## src/inc/ringer_pkg.sv

```systemverilog
// Behaviour
// - Tones are produced only while the supply check passes and, except with the band select tied high, the ringing-frequency check passes.
// - With the band select open, ringing periods of 23 Hz to 54 Hz are accepted.
// - With the band select tied low, ringing periods of 12 Hz to 54 Hz are accepted.
// - With the band select tied high, the frequency check is ignored and the supply alone starts tones.
// - The supply check turns on when the rectified supply reaches the turn-on level near 6 V.
// - The supply check turns off only when the supply falls to the turn-off level near 3 V.
// - The tone-step repetition rate is the sweep oscillator rate divided by 32; the three-tone cycle repeats at that rate divided by 3.
// - The three tones are the main clock divided by 560, 420 and 336.
// - Every start of the tone sequence begins with the lowest tone.
// - The sequence stops as soon as the supply reaches turn-off or, except with the band select tied high, the ringing leaves the band.
// - The two tone outputs are complementary square waves for a bridge load.
// - With pulse-width select open each pulse is cut to 0.2 ms; tied low the full pulse is kept.
// - The load-switch output is high while the conditions are unmet and low once both are met.
package ringer_pkg;
  // ----------------------------------------
  // clocks
  // ----------------------------------------
  localparam int REF_CLK_HZ = 250_000_000;
  localparam int MAIN_CLK_HZ = 455_000;
  localparam int MAIN_DIV_INT = REF_CLK_HZ / MAIN_CLK_HZ;
  localparam int MAIN_DIV_W = 10;
  localparam logic [MAIN_DIV_W-1:0] MAIN_DIV = MAIN_DIV_W'(MAIN_DIV_INT);

  // ----------------------------------------
  // tones and sequencer
  // ----------------------------------------
  localparam int TONE_DIV_LOW = 560;
  localparam int TONE_DIV_MID = 420;
  localparam int TONE_DIV_HIGH = 336;
  localparam int HALF_W = 9;
  localparam int STEP_SWEEPS = 32;
  localparam int SWEEP_W = 5;
  localparam logic [SWEEP_W-1:0] SWEEP_LAST = SWEEP_W'(STEP_SWEEPS - 1);

  typedef enum logic [1:0] {TONE_LOW, TONE_MID, TONE_HIGH} tone_t;

  // ----------------------------------------
  // ringing band, periods in main clock cycles
  // ----------------------------------------
  localparam int PERIOD_W = 16;
  localparam int BAND_MAX_HZ = 54;
  localparam int BAND_MIN_WIDE_HZ = 23;
  localparam int BAND_MIN_LOW_HZ = 12;
  localparam logic [PERIOD_W-1:0] PERIOD_MIN = PERIOD_W'(MAIN_CLK_HZ / BAND_MAX_HZ);
  localparam logic [PERIOD_W-1:0] PERIOD_MAX_WIDE = PERIOD_W'(MAIN_CLK_HZ / BAND_MIN_WIDE_HZ);
  localparam logic [PERIOD_W-1:0] PERIOD_MAX_LOW = PERIOD_W'(MAIN_CLK_HZ / BAND_MIN_LOW_HZ);
  localparam logic [PERIOD_W-1:0] PERIOD_SAT = 16'hFFFF;

  typedef enum logic [1:0] {BAND_WIDE, BAND_LOW, BAND_DC} band_t;

  // ----------------------------------------
  // pulse width limit
  // ----------------------------------------
  localparam int PULSE_LIMIT_NS = 200_000;
  localparam int PULSE_LIMIT_CYC = (PULSE_LIMIT_NS * (REF_CLK_HZ / 1_000_000) + 999) / 1000;
  localparam int PULSE_W = 16;

  function automatic logic rising(input logic prev, input logic cur);
    return cur & ~prev;
  endfunction : rising

  function automatic logic [HALF_W-1:0] tone_half(input tone_t t);
    unique case (t)
      TONE_LOW: return HALF_W'(TONE_DIV_LOW / 2);
      TONE_MID: return HALF_W'(TONE_DIV_MID / 2);
      TONE_HIGH: return HALF_W'(TONE_DIV_HIGH / 2);
      default: return HALF_W'(TONE_DIV_LOW / 2);
    endcase
  endfunction : tone_half

  function automatic tone_t tone_succ(input tone_t t);
    unique case (t)
      TONE_LOW: return TONE_MID;
      TONE_MID: return TONE_HIGH;
      TONE_HIGH: return TONE_LOW;
      default: return TONE_LOW;
    endcase
  endfunction : tone_succ
endpackage : ringer_pkg

```

## src/design/tone_divider.sv

```systemverilog
`timescale 1ns/1ps
`default_nettype none
module tone_divider (
  // clock and reset
  input wire logic ref_clk,
  input wire logic rstn,
  // control
  input wire logic main_tick,
  input wire logic restart,
  input wire logic [ringer_pkg::HALF_W-1:0] half_period,
  // square wave
  output logic phase,
  output logic flip
);
  import ringer_pkg::*;

  logic [HALF_W-1:0] cnt;
  logic [HALF_W-1:0] next_cnt;
  logic next_phase;
  logic next_flip;

  always_comb begin
    next_cnt = cnt;
    next_phase = phase;
    next_flip = 1'b0;
    if (restart) begin
      next_cnt = '0;
      next_phase = 1'b0;
    end else if (main_tick) begin
      // >= so a shorter half period after a tone change never overruns
      if (cnt >= half_period - HALF_W'(1)) begin
        next_cnt = '0;
        next_phase = ~phase;
        next_flip = 1'b1;
      end else begin
        next_cnt = cnt + HALF_W'(1);
      end
    end
  end

  always_ff @(posedge ref_clk or negedge rstn) begin
    if (!rstn) begin
      cnt <= '0;
      phase <= 1'b0;
      flip <= 1'b0;
    end else begin
      cnt <= next_cnt;
      phase <= next_phase;
      flip <= next_flip;
    end
  end
endmodule : tone_divider
`default_nettype wire

```

## src/design/three_tone_ringer_control.sv

```systemverilog
`timescale 1ns/1ps
`default_nettype none
module three_tone_ringer_control #(
  parameter logic [ringer_pkg::PULSE_W-1:0] PULSE_CYC = ringer_pkg::PULSE_W'(ringer_pkg::PULSE_LIMIT_CYC)
) (
  // clock and reset
  input wire logic ref_clk,
  input wire logic rstn,
  // ringing and supply sense
  input wire logic ring_in,
  input wire logic supply_on_level,
  input wire logic supply_off_level,
  input wire logic sweep_osc,
  // option straps
  input wire ringer_pkg::band_t band_sel,
  input wire logic pw_limit,
  // outputs
  output logic tone_p,
  output logic tone_n,
  output logic load_sw,
  output logic tone_active,
  output ringer_pkg::tone_t tone_step
);
  import ringer_pkg::*;

  // ----------------------------------------
  // main clock enable
  // ----------------------------------------
  logic [MAIN_DIV_W-1:0] main_cnt;
  logic [MAIN_DIV_W-1:0] next_main_cnt;
  logic main_tick;
  logic next_main_tick;

  always_comb begin
    next_main_tick = 1'b0;
    next_main_cnt = main_cnt + MAIN_DIV_W'(1);
    if (main_cnt == MAIN_DIV - MAIN_DIV_W'(1)) begin
      next_main_cnt = '0;
      next_main_tick = 1'b1;
    end
  end

  always_ff @(posedge ref_clk or negedge rstn) begin
    if (!rstn) begin
      main_cnt <= '0;
      main_tick <= 1'b0;
    end else begin
      main_cnt <= next_main_cnt;
      main_tick <= next_main_tick;
    end
  end

  // ----------------------------------------
  // ringing frequency check
  // ----------------------------------------
  logic ring_prev;
  logic [PERIOD_W-1:0] period_cnt;
  logic [PERIOD_W-1:0] next_period_cnt;
  logic freq_ok;
  logic next_freq_ok;
  logic [PERIOD_W-1:0] period_max;

  always_comb begin
    // an illegal select code falls back to the wide band
    period_max = (band_sel == BAND_LOW) ? PERIOD_MAX_LOW : PERIOD_MAX_WIDE;
    next_period_cnt = period_cnt;
    next_freq_ok = freq_ok;
    if (rising(ring_prev, ring_in)) begin
      // period measured in main clock cycles against band edges
      next_freq_ok = (period_cnt >= PERIOD_MIN) && (period_cnt <= period_max);
      next_period_cnt = '0;
    end else begin
      if (main_tick && period_cnt != PERIOD_SAT) begin
        next_period_cnt = period_cnt + PERIOD_W'(1);
      end
      // ringing lost or too slow: drop at once instead of waiting for an edge
      if (period_cnt > period_max) begin
        next_freq_ok = 1'b0;
      end
    end
  end

  // counter starts saturated so the first edge after reset never passes
  always_ff @(posedge ref_clk or negedge rstn) begin
    if (!rstn) begin
      ring_prev <= 1'b0;
      period_cnt <= PERIOD_SAT;
      freq_ok <= 1'b0;
    end else begin
      ring_prev <= ring_in;
      period_cnt <= next_period_cnt;
      freq_ok <= next_freq_ok;
    end
  end

  // ----------------------------------------
  // supply level hysteresis
  // ----------------------------------------
  logic supply_ok;
  logic next_supply_ok;

  always_comb begin
    if (supply_ok) begin
      next_supply_ok = supply_off_level;
    end else begin
      next_supply_ok = supply_on_level;
    end
  end

  always_ff @(posedge ref_clk or negedge rstn) begin
    if (!rstn) begin
      supply_ok <= 1'b0;
    end else begin
      supply_ok <= next_supply_ok;
    end
  end

  // ----------------------------------------
  // sequencer
  // ----------------------------------------
  logic cond;
  logic active;
  logic next_active;
  logic sweep_prev;
  logic [SWEEP_W-1:0] sweep_cnt;
  logic [SWEEP_W-1:0] next_sweep_cnt;
  tone_t tone;
  tone_t next_tone;

  always_comb begin
    cond = supply_ok && ((band_sel == BAND_DC) || freq_ok);
    next_active = cond;
    next_sweep_cnt = sweep_cnt;
    next_tone = tone;
    if (!active) begin
      next_sweep_cnt = '0;
      next_tone = TONE_LOW;
    end else if (rising(sweep_prev, sweep_osc)) begin
      if (sweep_cnt == SWEEP_LAST) begin
        next_sweep_cnt = '0;
        next_tone = tone_succ(tone);
      end else begin
        next_sweep_cnt = sweep_cnt + SWEEP_W'(1);
      end
    end
  end

  always_ff @(posedge ref_clk or negedge rstn) begin
    if (!rstn) begin
      active <= 1'b0;
      sweep_prev <= 1'b0;
      sweep_cnt <= '0;
      tone <= TONE_LOW;
    end else begin
      active <= next_active;
      sweep_prev <= sweep_osc;
      sweep_cnt <= next_sweep_cnt;
      tone <= next_tone;
    end
  end

  // ----------------------------------------
  // tone generation and output stage
  // ----------------------------------------
  logic phase;
  logic flip;
  logic [PULSE_W-1:0] pulse_cnt;
  logic [PULSE_W-1:0] next_pulse_cnt;
  logic limit_ok;
  logic next_tone_p;
  logic next_tone_n;

  tone_divider u_div (
    .ref_clk(ref_clk),
    .rstn(rstn),
    .main_tick(main_tick),
    .restart(~active),
    .half_period(tone_half(tone)),
    .phase(phase),
    .flip(flip)
  );

  always_comb begin
    next_pulse_cnt = pulse_cnt;
    if (!active || flip) begin
      next_pulse_cnt = '0;
    end else if (pulse_cnt != PULSE_CYC) begin
      next_pulse_cnt = pulse_cnt + PULSE_W'(1);
    end
    // both legs low once the limit runs out: no drive into the load
    limit_ok = !pw_limit || (pulse_cnt < PULSE_CYC);
    next_tone_p = active && phase && limit_ok;
    next_tone_n = active && !phase && limit_ok;
  end

  always_ff @(posedge ref_clk or negedge rstn) begin
    if (!rstn) begin
      pulse_cnt <= '0;
      tone_p <= 1'b0;
      tone_n <= 1'b0;
      load_sw <= 1'b1;
      tone_active <= 1'b0;
      tone_step <= TONE_LOW;
    end else begin
      pulse_cnt <= next_pulse_cnt;
      tone_p <= next_tone_p;
      tone_n <= next_tone_n;
      load_sw <= ~cond;
      tone_active <= active;
      tone_step <= tone;
    end
  end
endmodule : three_tone_ringer_control
`default_nettype wire

```

## config.mk

```make
export PLATFORM = sky130hd
export DESIGN_NAME = three_tone_ringer_control
export DESIGN_NICKNAME = d
export VERILOG_FILES = /design/src/inc/ringer_pkg.sv /design/src/design/tone_divider.sv /design/src/design/three_tone_ringer_control.sv
export SDC_FILE = /design/constraint.sdc
export NUM_CORES = 1
export LEC_CHECK = 0
export ABC_AREA = 1
export BUFFER_PORTS_ARGS = -buffer_cell sky130_fd_sc_hd__buf_2
export CAP_MARGIN = 10
export CORE_UTILIZATION = 55
export CTS_CLUSTER_DIAMETER = 40
export CTS_CLUSTER_SIZE = 8
export DETAILED_ROUTE_END_ITERATION = 8
export PLACE_DENSITY = 0.72
export SLEW_MARGIN = 20
export SYNTH_ARGS = -nofsm -noshare
export SYNTH_HDL_FRONTEND = slang
export SYNTH_SLANG_ARGS = --single-unit
```

## constraint.sdc

```tcl
create_clock -name ref_clk -period 3.2 [get_ports ref_clk]
set_input_delay 0.32 -clock ref_clk [delete_from_list [all_inputs] [get_ports ref_clk]]
set_output_delay 0.32 -clock ref_clk [all_outputs]
set_load 0.01 [all_outputs]
```

==> metrics.md, run 1 <==
| Metric | Value |
|---|---|
| Die ar. | `about 8200 um2` |
| Status | `completed` |
| Number of synthesized flops with an enable pin | `0` |
| Register bit total from synthesis | `72` |
| Peak VDD IR | `0.227 mV` |
| Max clock buf depth | `2` |
| Area leader, netlist | `dfrtp_1` |
| Post-route ant nets | `0` |
| Remaining DRCs | `0` |
| Flop pwr share | `0.519` |
| NetSw | `473 uW` |
| I/O pin cnt | `15` |
| Met1 WL | `between 4000 and 5000 um` |
| N_diodes | `0` |
| Max layer used | `met4` |
| Synth Flop Type | `dfrtp_1` |
| PnR Total Power | `~1.8 mW` |
| Cell depth of the worst flop-to-flop path | `13` |
| First-pass GRT wire length | `15200 um` |
| Routed wl met2 | `4000 um` |
| Cell Area, Synth | `4300 um2` |
| Unrepaired setup endpoints after global routing | `no` |
| Maximum clock rate | `460 MHz` |
| Gr ovfl total | `0` |
| Layout Utilization | `0.628` |
| Setup TNS | `0 ns` |
| Async set-or-reset flop fraction in the synthesized netlist | `1.00` |
| Initial Utilization | `0.581` |
| Reg-to-reg startpoint | `tone[1]` |
| Hold_buf cts | `0` |
| Max Cap Viol | `0` |
| Via density | `approximately 5.3` |
| Dpl ws | `1.04 ns` |
| DR pass1 iterations | `4` |
| Gate power share | `0.103` |
| Inserted Clock Buffers | `9` |
| Worst-path maximum fanout | `7` |
| PnR worst setup slack | `1.02 ns` |
| Yosys top cell area share | `0.320` |
| Flop2flop setup slack | `between 1 and 1.5 ns` |
| H-tree depth | `3` |
| CP Launch Type | `flop` |
| Dpl hpwl | `6310 um` |
| Final setup fails | `0` |
| Final wirelength | `about 8600 um` |
| Total global-route track usage | `0.230` |
| Share of layout cells above drive strength 1 | `0.101` |
| Mapped Avg Cell Area | `7.67 um2` |
| Final Net Count | `slightly above 600` |
| Top post-synthesis cells by area | `dfrtp_1, nand2_1, dfstp_2` |
| Largest net degree at the start of global routing | `between 70 and 80` |
| Cell Pwr Density | `about 390 nW/um2` |
| CTS sink cnt | `72` |
| Fin crit share | `0.680` |
| Post-CTS Setup Inserts | `0` |
| Initial DRC count | `135` |
| Mapped Cells | `561` |
| Min cycle time layout | `2.18 ns` |
| CTS tree | `built` |
| Worst-path clk slew | `0.08 ns` |
| Share of the yosys chip area belonging to registers | `0.424` |
| Skew final | `0.0131 ns` |
| Vias | `3606` |
| Initial antenna violation count | `0` |
| Vias in the first global route | `around 3500` |
| Cell leakage power | `2.15 nW` |
| Area growth syn-to-layout | `8.09%` |
| Worst Path Arrival | `2.41 ns` |
| Slew HR | `0.391` |
| Final hold vios | `0` |
| Hold Path Class | `input port to async pin` |
| GPL Wtd Cong | `about 0.93` |
| R2r endpoint | `u_div.cnt[2]` |
| Die Ht | `90.4 um` |
| Setup Crit Path Kind | `flop to flop` |
| Syn. warnings | `0` |
| Die X-Extent | `90.4 um` |
| Clock latency on the worst-skew pair | `0.35 ns` |
| CTS resizes | `0` |
| Row Count | `31` |
| Drt wl/cell | `roughly 13 um` |
| CP required | `roughly 3.4 ns` |
| Core Footprint | `approximately 7400 um2` |
| Switching share of power | `0.258` |
| Endpoint type of the worst setup path | `flop` |
| Met3 wire length | `358 um` |
| Port bufs | `14` |
| Final Max Tran Viols | `0` |
| Hold WS | `around 0.059 ns` |
| Syn_nets | `596` |
| Internal power | `1.36 mW` |
| Slew @ Worst Pin | `0.910 ns` |
| Post-synth cell types | `34` |
| Clock Root Buffer | `clkbuf_8` |
| Clk pwr share | `0.378` |
==> kinds of logic after synthesis <==
logic type      after synthesis  synth area share
compound gates               56            0.0762
xor+xnor                     17            0.0346
fa+ha+maj                    26            0.0756
buf+inv                      90            0.0832
flops                        72             0.424
mux                           1           0.00262
simple gates                299             0.304
==> cell type report <==
class,instances,area (um2)
timing repair buffer,15,80.1
multi-input combinational,399,2120
fill,640,2760
tap,99,124
clock inverter,3,42.5
inverter,84,320
sequential,72,1820
clock buffer,13,139
==> worst max path at each step <==
stage | depth (start not counted) | endpoint | startpoint | slack [ns]
finish | 13 | u_div.cnt[2] | tone[1] | 1.02
global route | 13 | u_div.cnt[2] | tone[1] | 0.81
CTS | 13 | u_div.cnt[2] | tone[1] | 1.02
detailed placement | 13 | u_div.cnt[2] | tone[1] | 1.04
global placement | 13 | u_div.cnt[1] | tone[1] | 1.14
floorplan | 12 | u_div.cnt[1] | tone[0] | 1.31
==> power groups by stage <==
stage | logic [mW] | registers (mW) | clock network (mW)
floorplan | 0.125 | 0.967 | 0
global placement | 0.185 | 0.966 | 0
detailed placement | 0.192 | 0.968 | 0
CTS | 0.193 | 0.951 | 0.714
global route | 0.219 | 0.953 | 0.747
finish | 0.189 | 0.951 | 0.693
==> cells in the final DEF (no fill, tap or decap), types with 17 or more instances in the layout <==
cell,instances
a21oi_1,17
dfrtp_1,55
dfstp_2,17
ha_1,26
inv_1,81
nand2_1,123
nand3_1,43
nand4_1,19
nor2_1,78
nor3_1,22
o21ai_0,25
==> stage by stage <==
| step | cell area (um2) | std cells |
|---|---|---|
| 6_report | 4650 | 685 |
| 5_1_grt | 4650 | 685 |
| 4_1_cts | 4650 | 685 |
| 3_5_place_dp | 4470 | 669 |
| 3_3_place_gp | 4470 | 669 |
| 2_1_floorplan | 4300 | 561 |
==> Yosys cell counts (2+ instances only) <==
library cell	number
nand2_1	123
inv_1	81
nor2_1	78
dfrtp_1	55
nand3_1	43
ha_1	26
o21ai_0	25
nor3_1	22
nand4_1	19
a21oi_1	17
dfstp_2	17
xor2_1	14
o21ai_2	6
nor4_1	5
buf_2	3
nand2_2	3
xnor2_1	3
and3_1	2
inv_4	2
nand3b_1	2
o21ai_1	2
==> registers in the layout, indices dropped and copies added, names as in the netlist <==
| name | cells |
|---|---|
| period_cnt | 16 |
| pulse_cnt | 16 |
| main_cnt | 10 |
| u_div.cnt | 9 |
| sweep_cnt | 5 |
| tone | 2 |
| tone_step | 2 |
| active | 1 |
| freq_ok | 1 |
| load_sw | 1 |
| main_tick | 1 |
| ring_prev | 1 |
| supply_ok | 1 |
| sweep_prev | 1 |
| tone_active | 1 |
| tone_n | 1 |
| tone_p | 1 |
| u_div.flip | 1 |
| u_div.phase | 1 |
==> routing by layer <==
| metal | vias up | track usage |
|---|---|---|
| li1 | 1855 | - |
| met1 | 1661 | 0.303 |
| met2 | 72 | 0.378 |
| met3 | 18 | 0.0455 |
| met4 | 0 | 0.0847 |
| met5 | - | 0 |
==> critical path: stages, from the launching register on <==
cell	delay, ns
dfrtp_1	0.40
inv_1	0.12
ha_1	0.28
inv_1	0.09
ha_1	0.30
nand2_1	0.05
nor2_1	0.11
nand2_1	0.08
nor2_1	0.08
nand3_1	0.07
nand2_1	0.20
inv_1	0.13
nand3_1	0.09
nand2_1	0.05
(Power assumes the default switching activity.)
==> run 2: changes to the inputs <==
--- a/config.mk
+++ b/config.mk
@@ -12,7 +12,7 @@
 export CTS_CLUSTER_DIAMETER = 40
 export CTS_CLUSTER_SIZE = 8
 export DETAILED_ROUTE_END_ITERATION = 8
-export PLACE_DENSITY = 0.72
+export PLACE_DENSITY = 0.75
 export SLEW_MARGIN = 20
 export SYNTH_ARGS = -nofsm -noshare
 export SYNTH_HDL_FRONTEND = slang
==> constraint.sdc (replaced) <==
create_clock -name ref_clk -period 2 [get_ports ref_clk]
set_input_delay 0.2 -clock ref_clk [delete_from_list [all_inputs] [get_ports ref_clk]]
set_output_delay 0.2 -clock ref_clk [all_outputs]
set_load 0.01 [all_outputs]
==> run 2 against run 1 <==
  * Maximum frequency grew 11%
  * Non-clock buffer count grew 19
  * Global-route usage grew 1.2 points
  * Power grew 64%
  * Critical endpoint is now u_div.phase
  * Sequential power grew 59%
  * Flip-flop and latch count is the same
  * Highest routed layer unchanged
  * Critical path type unchanged
==> metrics.md, run 2 (synthesis results as in run 1) <==
| Metric | Value |
|---|---|
| Status | `completed (unchanged)` |
| Total global-route track usage | `0.243 (was 0.230)` |
| CTS tree | `built (unchanged)` |
| Setup Crit Path Kind | `flop to flop (unchanged)` |
| Dpl hpwl | `6840 um (was 6310 um)` |
| N_diodes | `0 (unchanged)` |
| Slew HR | `0.660 (was 0.391)` |
| Gr ovfl total | `0 (unchanged)` |
| Hold Path Class | `input port to flop (was input port to async pin)` |
| Via density | `5.38 (was 5.26)` |
| Die Ht | `90.4 um (unchanged)` |
| Vias | `3787 (was 3606)` |
| Area growth syn-to-layout | `14.7% (was 8.09%)` |
| Internal power | `2.17 mW (was 1.36 mW)` |
| Core Footprint | `7410 um2 (unchanged)` |
| Clock latency on the worst-skew pair | `0.35 ns (about the same)` |
| Critical path startpoint | `tone[0] (was tone[1])` |
| Initial antenna violation count | `0 (unchanged)` |
| Cell leakage power | `2.27 nW (was 2.15 nW)` |
| Final hold vios | `0 (unchanged)` |
| Endpoint type of the worst setup path | `flop (unchanged)` |
| Maximum clock rate | `511 MHz (was 460 MHz)` |
| Final Max Tran Viols | `0 (unchanged)` |
| Peak VDD IR | `0.508 mV (was 0.227 mV)` |
| Share of layout cells above drive strength 1 | `0.165 (was 0.101)` |
| Port bufs | `14 (unchanged)` |
| I/O pin cnt | `15 (unchanged)` |
| Max Cap Viol | `0 (unchanged)` |
| Biggest regs | `period_cnt: 16 flops, pulse_cnt: 16 flops, main_cnt: 10 flops (unchanged)` |
| Largest net degree at the start of global routing | `38 (was 73)` |
| Gate power share | `0.155 (was 0.103)` |
| Hold wc startpoint | `supply_on_level` |
| Worst Path Arrival | `2.20 ns (was 2.41 ns)` |
| PnR worst setup slack | `0.0412 ns (was 1.02 ns)` |
| Reg-to-reg startpoint | `tone[0] (was tone[1])` |
| Final Net Count | `635 (was 616)` |
| Post-route ant nets | `0 (unchanged)` |
| Flop pwr share | `0.504 (was 0.519)` |
| Remaining DRCs | `0 (unchanged)` |
| Slew @ Worst Pin | `0.506 ns (was 0.910 ns)` |
| Clk pwr share | `0.341 (was 0.378)` |
| Dpl ws | `-0.152 ns (was 1.04 ns)` |
| Clock Root Buffer | `clkbuf_8 (unchanged)` |
| Drt wl/cell | `13.3 um (was 12.6 um)` |
| Row Count | `31 (unchanged)` |
| Layout filler cell count | `633 (was 640)` |
| Inserted Clock Buffers | `9 (unchanged)` |
| Final setup fails | `0 (unchanged)` |
| Initial DRC count | `185 (was 135)` |
| Most frequent cells in the layout | `nand2_1, inv_1, nor2_1 (unchanged)` |
| CTS sink cnt | `72 (unchanged)` |
| CP Launch Type | `flop (unchanged)` |
| Fin crit share | `0.979 (was 0.680)` |
| PnR Total Power | `3.01 mW (was 1.83 mW)` |
| First-pass GRT wire length | `16100 um (was 15200 um)` |
| Vias in the first global route | `3692 (was 3459)` |
| H-tree depth | `3 (unchanged)` |
| Initial Utilization | `0.581 (unchanged)` |
| Worst-path maximum fanout | `7 (unchanged)` |
| Final wirelength | `9350 um (was 8620 um)` |
| Cell Pwr Density | `609 nW/um2 (was 394 nW/um2)` |
| GPL Wtd Cong | `0.875 (was 0.931)` |
| Skew final | `0.0115 ns (was 0.0131 ns)` |
| Switching share of power | `0.277 (was 0.258)` |
| Commonest non-fill, non-tap cell in the layout | `nand2_1 (unchanged)` |
| DR pass1 iterations | `4 (unchanged)` |
| Die ar. | `8180 um2 (unchanged)` |
| Min cycle time layout | `1.96 ns (was 2.18 ns)` |
| Unrepaired setup endpoints after global routing | `yes (was no)` |
| Die X-Extent | `90.4 um (unchanged)` |
| CP required | `2.24 ns (was 3.43 ns)` |
| NetSw | `833 uW (was 473 uW)` |
| Max clock buf depth | `2 (unchanged)` |
| Worst-path clk slew | `0.07 ns (was 0.08 ns)` |
## run 2: cell types whose count changed in the layout (fill, tap and decap cells not counted), moves of 3 or more
cell and delta:
ha_4 +6, nand2_1 -4, buf_4 +13, nor2_1 -3, dlygate4sd3_1 +3, inv_1 -6, inv_2 +4, ha_1 -6
nor2_2 +3
## run 2: power by group through the flow
| stage | Combinational (mW) | Sequential (mW) | Clock, mW |
|---|---|---|---|
| 2_1_floorplan | 0.200 | 1.55 | 0 |
| 3_3_place_gp | 0.344 | 1.54 | 0 |
| 3_5_place_dp | 0.362 | 1.54 | 0 |
| 4_1_cts | 0.391 | 1.51 | 1.05 |
| 5_1_grt | 0.519 | 1.52 | 1.11 |
| 6_report | 0.465 | 1.51 | 1.03 |
## run 2: per-stage QoR
stage	std cells	utilization	area (um2)	TNS (ns)	hold WS [ns]
2_1_floorplan	561	-	4300	0	-0.0956
3_3_place_gp	681	0.617	4570	-0.0780	0.187
3_5_place_dp	681	0.617	4570	-1.16	0.196
4_1_cts	702	0.648	4800	0	0.0731
5_1_grt	704	0.666	4930	-0.764	0.0819
6_report	704	0.666	4930	0	0.0837
## run 2: path summary, 6_finish.rpt
kind,end,slack (ns),cells past startpoint
min reg2reg,load_sw,0.44,1
min,supply_ok,0.08,2
min in group asynchronous,pulse_cnt[11],0.35,2
max in group asynchronous,period_cnt[8],1.02,3
max,u_div.phase,0.04,14
max reg2reg,u_div.phase,0.04,14
## run 2: routing by layer
layer,share of wire,track usage,vias up
met4,0.024,0.106,0
met5,0,0,-
met1,0.48,0.321,1819
met2,0.47,0.403,52
li1,-,-,1900
met3,0.025,0.0286,16
## run 2: cell type report
| class | instances | area, um2 | share of cell area |
|---|---|---|---|
| tap | 99 | 124 | 0.0251 |
| clock buffer | 12 | 145 | 0.0294 |
| sequential | 72 | 1820 | 0.370 |
| multi-input combinational | 399 | 2240 | 0.455 |
| clock inverter | 4 | 22.5 | 0.00457 |
| inverter | 84 | 325 | 0.0660 |
| timing repair buffer | 34 | 250 | 0.0507 |
## run 2: timing repair
item,CTS,global route
hold buffers,3,0
pin swaps,1,12
resized for setup,5,28
setup endpoints to repair,11,12
buffers inserted,2,2
endpoints found under the hold margin,36,0
## run 2: critical path: stages, from the launching register on
cell     delay, ns
dfrtp_1       0.39
inv_2         0.09
buf_6         0.11
ha_4          0.12
inv_2         0.03
ha_1          0.26
nand2_1       0.06
nor2_2        0.12
nand2_1       0.09
nor2_1        0.10
nand3_1       0.11
nand2_4       0.17
nand2_4       0.07
nand3_2       0.07
nand2_1       0.05
==> run 3: changes to the inputs <==
--- a/config.mk
+++ b/config.mk
@@ -16,4 +16,5 @@
 export SLEW_MARGIN = 20
 export SYNTH_ARGS = -nofsm -noshare
 export SYNTH_HDL_FRONTEND = slang
+export SYNTH_HIERARCHICAL = 1
 export SYNTH_SLANG_ARGS = --single-unit
==> run 3 against run 2 <==
  * The run now ends with negative setup slack left
  * Wire length shrank 2.7%
  * Setup slack worse by 0.51 ns
  * Flip-flop and latch count unchanged
  * Critical endpoint is now u_div/flip
==> metrics.md, run 3 <==
| Metric | Value |
|---|---|
| Status | `finished with violations (was completed)` |
| Switching share of power | `0.269 (was 0.277)` |
| Share of layout cells above drive strength 1 | `0.205 (was 0.165)` |
| Cell Pwr Density | `654 nW/um2 (was 609 nW/um2)` |
| PnR worst setup slack | `-0.466 ns (was 0.0412 ns)` |
| Share of the yosys chip area belonging to registers | `0.406 (was 0.424)` |
| Synth Area in Compound Gates | `0.0777 (was 0.0762)` |
| Drt wl/cell | `12.5 um (was 13.3 um)` |
| I/O pin cnt | `15 (unchanged)` |
| Die X-Extent | `92.4 um (was 90.4 um)` |
| First-pass GRT wire length | `15700 um (was 16100 um)` |
| Die Ht | `92.4 um (was 90.4 um)` |
| Initial DRC count | `125 (was 185)` |
| Mapped Cells | `570 (was 561)` |
| CP Launch Type | `flop (unchanged)` |
| Post-synth cell types | `37 (was 34)` |
| Most frequent cells in the layout | `nand2_1, inv_1, nor2_1 (unchanged)` |
| GPL Wtd Cong | `0.888 (was 0.875)` |
| Dpl ws | `-0.524 ns (was -0.152 ns)` |
| CTS sink cnt | `72 (unchanged)` |
| Cell leakage power | `2.53 nW (was 2.27 nW)` |
| Async set-or-reset flop fraction in the synthesized netlist | `1.00 (unchanged)` |
| Violated checks | `negative setup slack` |
| Slew @ Worst Pin | `0.583 ns (was 0.506 ns)` |
| NetSw | `921 uW (was 833 uW)` |
| Commonest non-fill, non-tap cell in the layout | `nand2_1 (unchanged)` |
| Setup Crit Path Kind | `flop to flop (unchanged)` |
| Maximum clock rate | `406 MHz (was 511 MHz)` |
| Total global-route track usage | `0.231 (was 0.243)` |
| Synth Area in Simple Gates | `0.293 (was 0.304)` |
| Critical-path top delay cell | `dfrtp_1 (unchanged)` |
| Mapped Avg Cell Area | `7.88 um2 (was 7.67 um2)` |
| Max clock buf depth | `2 (unchanged)` |
| Hold WS | `0.0936 ns (was 0.0837 ns)` |
| Inserted Clock Buffers | `9 (unchanged)` |
| Most used cell, CP | `buf_4 (was nand2_1)` |
| Cell Area, Synth | `4490 um2 (was 4300 um2)` |
| Worst Path Arrival | `2.74 ns (was 2.20 ns)` |
| Adder-cell share of the synthesized area | `0.0835 (was 0.0756)` |
| CP Cell Sequence | `inv_2, ha_4, inv_2, ha_4, inv_4, nor3_4, buf_4, buf_4, xnor2_1, ha_1, nand2_1, nor2_1, nand2_1, nand3_2, nand2_2, nand2_2, nand2_4, buf_4, nor2_1 (was inv_2, buf_6, ha_4, inv_2, ha_1, nand2_1, nor2_2, nand2_1, nor2_1, nand3_1, nand2_4, nand2_4, nand3_2, nand2_1)` |
| Worst-path maximum fanout | `3 (was 7)` |
| Synth Flop Type | `dfrtp_1 (unchanged)` |
| Count leader, synth | `nand2_1 (unchanged)` |
| H-tree depth | `3 (unchanged)` |
| Flop pwr share | `0.453 (was 0.504)` |
| Gr ovfl total | `0 (unchanged)` |
| Max incr delay on CP | `0.39 ns (about the same)` |
| Area leader, netlist | `dfrtp_1 (unchanged)` |
| Unrepaired setup endpoints after global routing | `yes (unchanged)` |
| Worst-path clk slew | `0.08 ns (was 0.07 ns)` |
| DR pass1 iterations | `4 (unchanged)` |
| Row Count | `32 (was 31)` |
| Clk pwr share | `0.372 (was 0.341)` |
| Initial Utilization | `0.576 (was 0.581)` |
| Core Footprint | `7810 um2 (was 7410 um2)` |
| Max Cap Viol | `0 (unchanged)` |
| Remaining DRCs | `0 (unchanged)` |
| Mux share of post-synthesis cell area | `0.00251 (was 0.00262)` |
| Initial antenna violation count | `0 (unchanged)` |
| Number of synthesized flops with an enable pin | `0 (unchanged)` |
| Peak VDD IR | `0.476 mV (was 0.508 mV)` |
| Die ar. | `8540 um2 (was 8180 um2)` |
| Skew final | `0.00674 ns (was 0.0115 ns)` |
| Commonest cells in the netlist | `nand2_1, inv_1, nor2_1 (unchanged)` |
| Largest family of logic cells by synthesized area | `simple AND/OR/NAND/NOR gates (unchanged)` |
| Post-route ant nets | `0 (unchanged)` |
| Vias in the first global route | `3563 (was 3692)` |
| Layout Utilization | `0.669 (was 0.666)` |
| Vias | `3717 (was 3787)` |
| PnR Total Power | `3.42 mW (was 3.01 mW)` |
| Clock latency on the worst-skew pair | `0.34 ns (was 0.35 ns)` |
| Syn. warnings | `6 (was 0)` |
| Hold Path Class | `input port to flop (unchanged)` |
| Dpl hpwl | `6610 um (was 6840 um)` |
| Largest net degree at the start of global routing | `73 (was 38)` |
| Via density | `5.12 (was 5.38)` |
| CP required | `2.28 ns (was 2.24 ns)` |
| Yosys top cell area share | `0.306 (was 0.320)` |
| Gate power share | `0.175 (was 0.155)` |
| Biggest regs | `period_cnt: 16 flops, pulse_cnt: 16 flops, main_cnt: 10 flops (unchanged)` |
| Final wirelength | `9100 um (was 9350 um)` |
| Register bit total from synthesis | `72 (unchanged)` |
| Top post-synthesis cells by area | `dfrtp_1, dfstp_2, nand2_1 (was dfrtp_1, nand2_1, dfstp_2)` |
| Port bufs | `14 (unchanged)` |
| Setup TNS | `-4.66 ns (was 0 ns)` |
| Endpoint type of the worst setup path | `flop (unchanged)` |
| Final Net Count | `659 (was 635)` |
| CTS tree | `built (unchanged)` |
| N_diodes | `0 (unchanged)` |
| Xor and xnor fraction of the mapped netlist area | `0.0468 (was 0.0346)` |
| Final Max Tran Viols | `0 (unchanged)` |
| Area growth syn-to-layout | `16.2% (was 14.7%)` |
| Final setup fails | `11 (was 0)` |
| Clock Root Buffer | `clkbuf_8 (unchanged)` |
| Fin crit share | `1.23 (was 0.979)` |
| Internal power | `2.50 mW (was 2.17 mW)` |
| Final hold vios | `0 (unchanged)` |
| Slew HR | `0.608 (was 0.660)` |
| Min cycle time layout | `2.47 ns (was 1.96 ns)` |
-- run 3: cell types whose count changed after synthesis, moves of 5 or more --
| cell | previous run | this run |
|---|---|---|
| inv_1 | 81 | 94 |
| nand2_1 | 123 | 104 |
| nor2_1 | 78 | 61 |
| nor2_2 | 0 | 5 |
| nor4_1 | 5 | 0 |
| o21ai_0 | 25 | 17 |
| xor2_1 | 14 | 19 |
-- run 3: area by class of cell --
cell class	count	area [um2]
clock buffer	10	138
timing repair buffer	41	297
clock inverter	5	81.3
fill	652	2580
sequential	72	1820
tap	102	128
multi-input combinational	398	2380
inverter	98	373
-- run 3: worst paths after layout --
path / from / endpoint / slack [ns] / cells past startpoint
worst max-delay path: tone[1] / u_div/flip / -0.47 / 19
worst min-delay path: supply_on_level / supply_ok / 0.09 / 2
worst max register to register: tone[1] / u_div/flip / -0.47 / 19
worst min register to register: active / tone_active / 0.44 / 0
max in group asynchronous: rstn / load_sw / 1.24 / 3
min in group asynchronous: rstn / freq_ok / 0.41 / 3
-- run 3: cells by family after synthesis --
family          count (synthesis)
xor+xnor                       24
other cells                     1
mux                             1
buf+inv                       103
compound gates                 58
fa+ha+maj                      30
flops                          72
simple gates                  281
-- run 3: layer usage --
metal	GRT usage	vias up	part of all wire	wire length [um]
met5	0	-	0	0
met4	0.0794	0	0.012	112
met3	0.0361	10	0.032	291
met2	0.373	40	0.48	4340
met1	0.317	1729	0.48	4360
li1	-	1938	-	-
-- run 3: stage by stage --
| step | area [um2] | cells |
|---|---|---|
| 4_1_cts | 5160 | 723 |
| 2_1_floorplan | 4540 | 573 |
| 3_5_place_dp | 4840 | 701 |
| 3_3_place_gp | 4840 | 701 |
| 5_1_grt | 5220 | 726 |
| 6_report | 5220 | 726 |
-- run 3: timing repair --
item	4_1_cts	5_1_grt
setup endpoints to repair	11	11
resized for setup	11	10
pin swaps	16	7
hold buffers	3	0
cloned	0	0
buffers inserted	4	3
endpoints found under the hold margin	57	0
-- run 3: power groups by stage --
stage | Combinational [mW] | Sequential [mW] | Clock [mW]
3_5_place_dp | 0.533 | 1.57 | 0
4_1_cts | 0.584 | 1.55 | 1.31
5_1_grt | 0.677 | 1.55 | 1.37
6_report | 0.599 | 1.55 | 1.27
3_3_place_gp | 0.513 | 1.57 | 0
2_1_floorplan | 0.331 | 1.58 | 0
-- run 3: worst max-delay path: cells and delay by family, from the launching register on --
family	cells	cell delay, ns
xor+xnor	1	0.12
fa+ha+maj	3	0.60
buf+inv	6	0.58
flops	1	0.39
simple gates	9	0.71
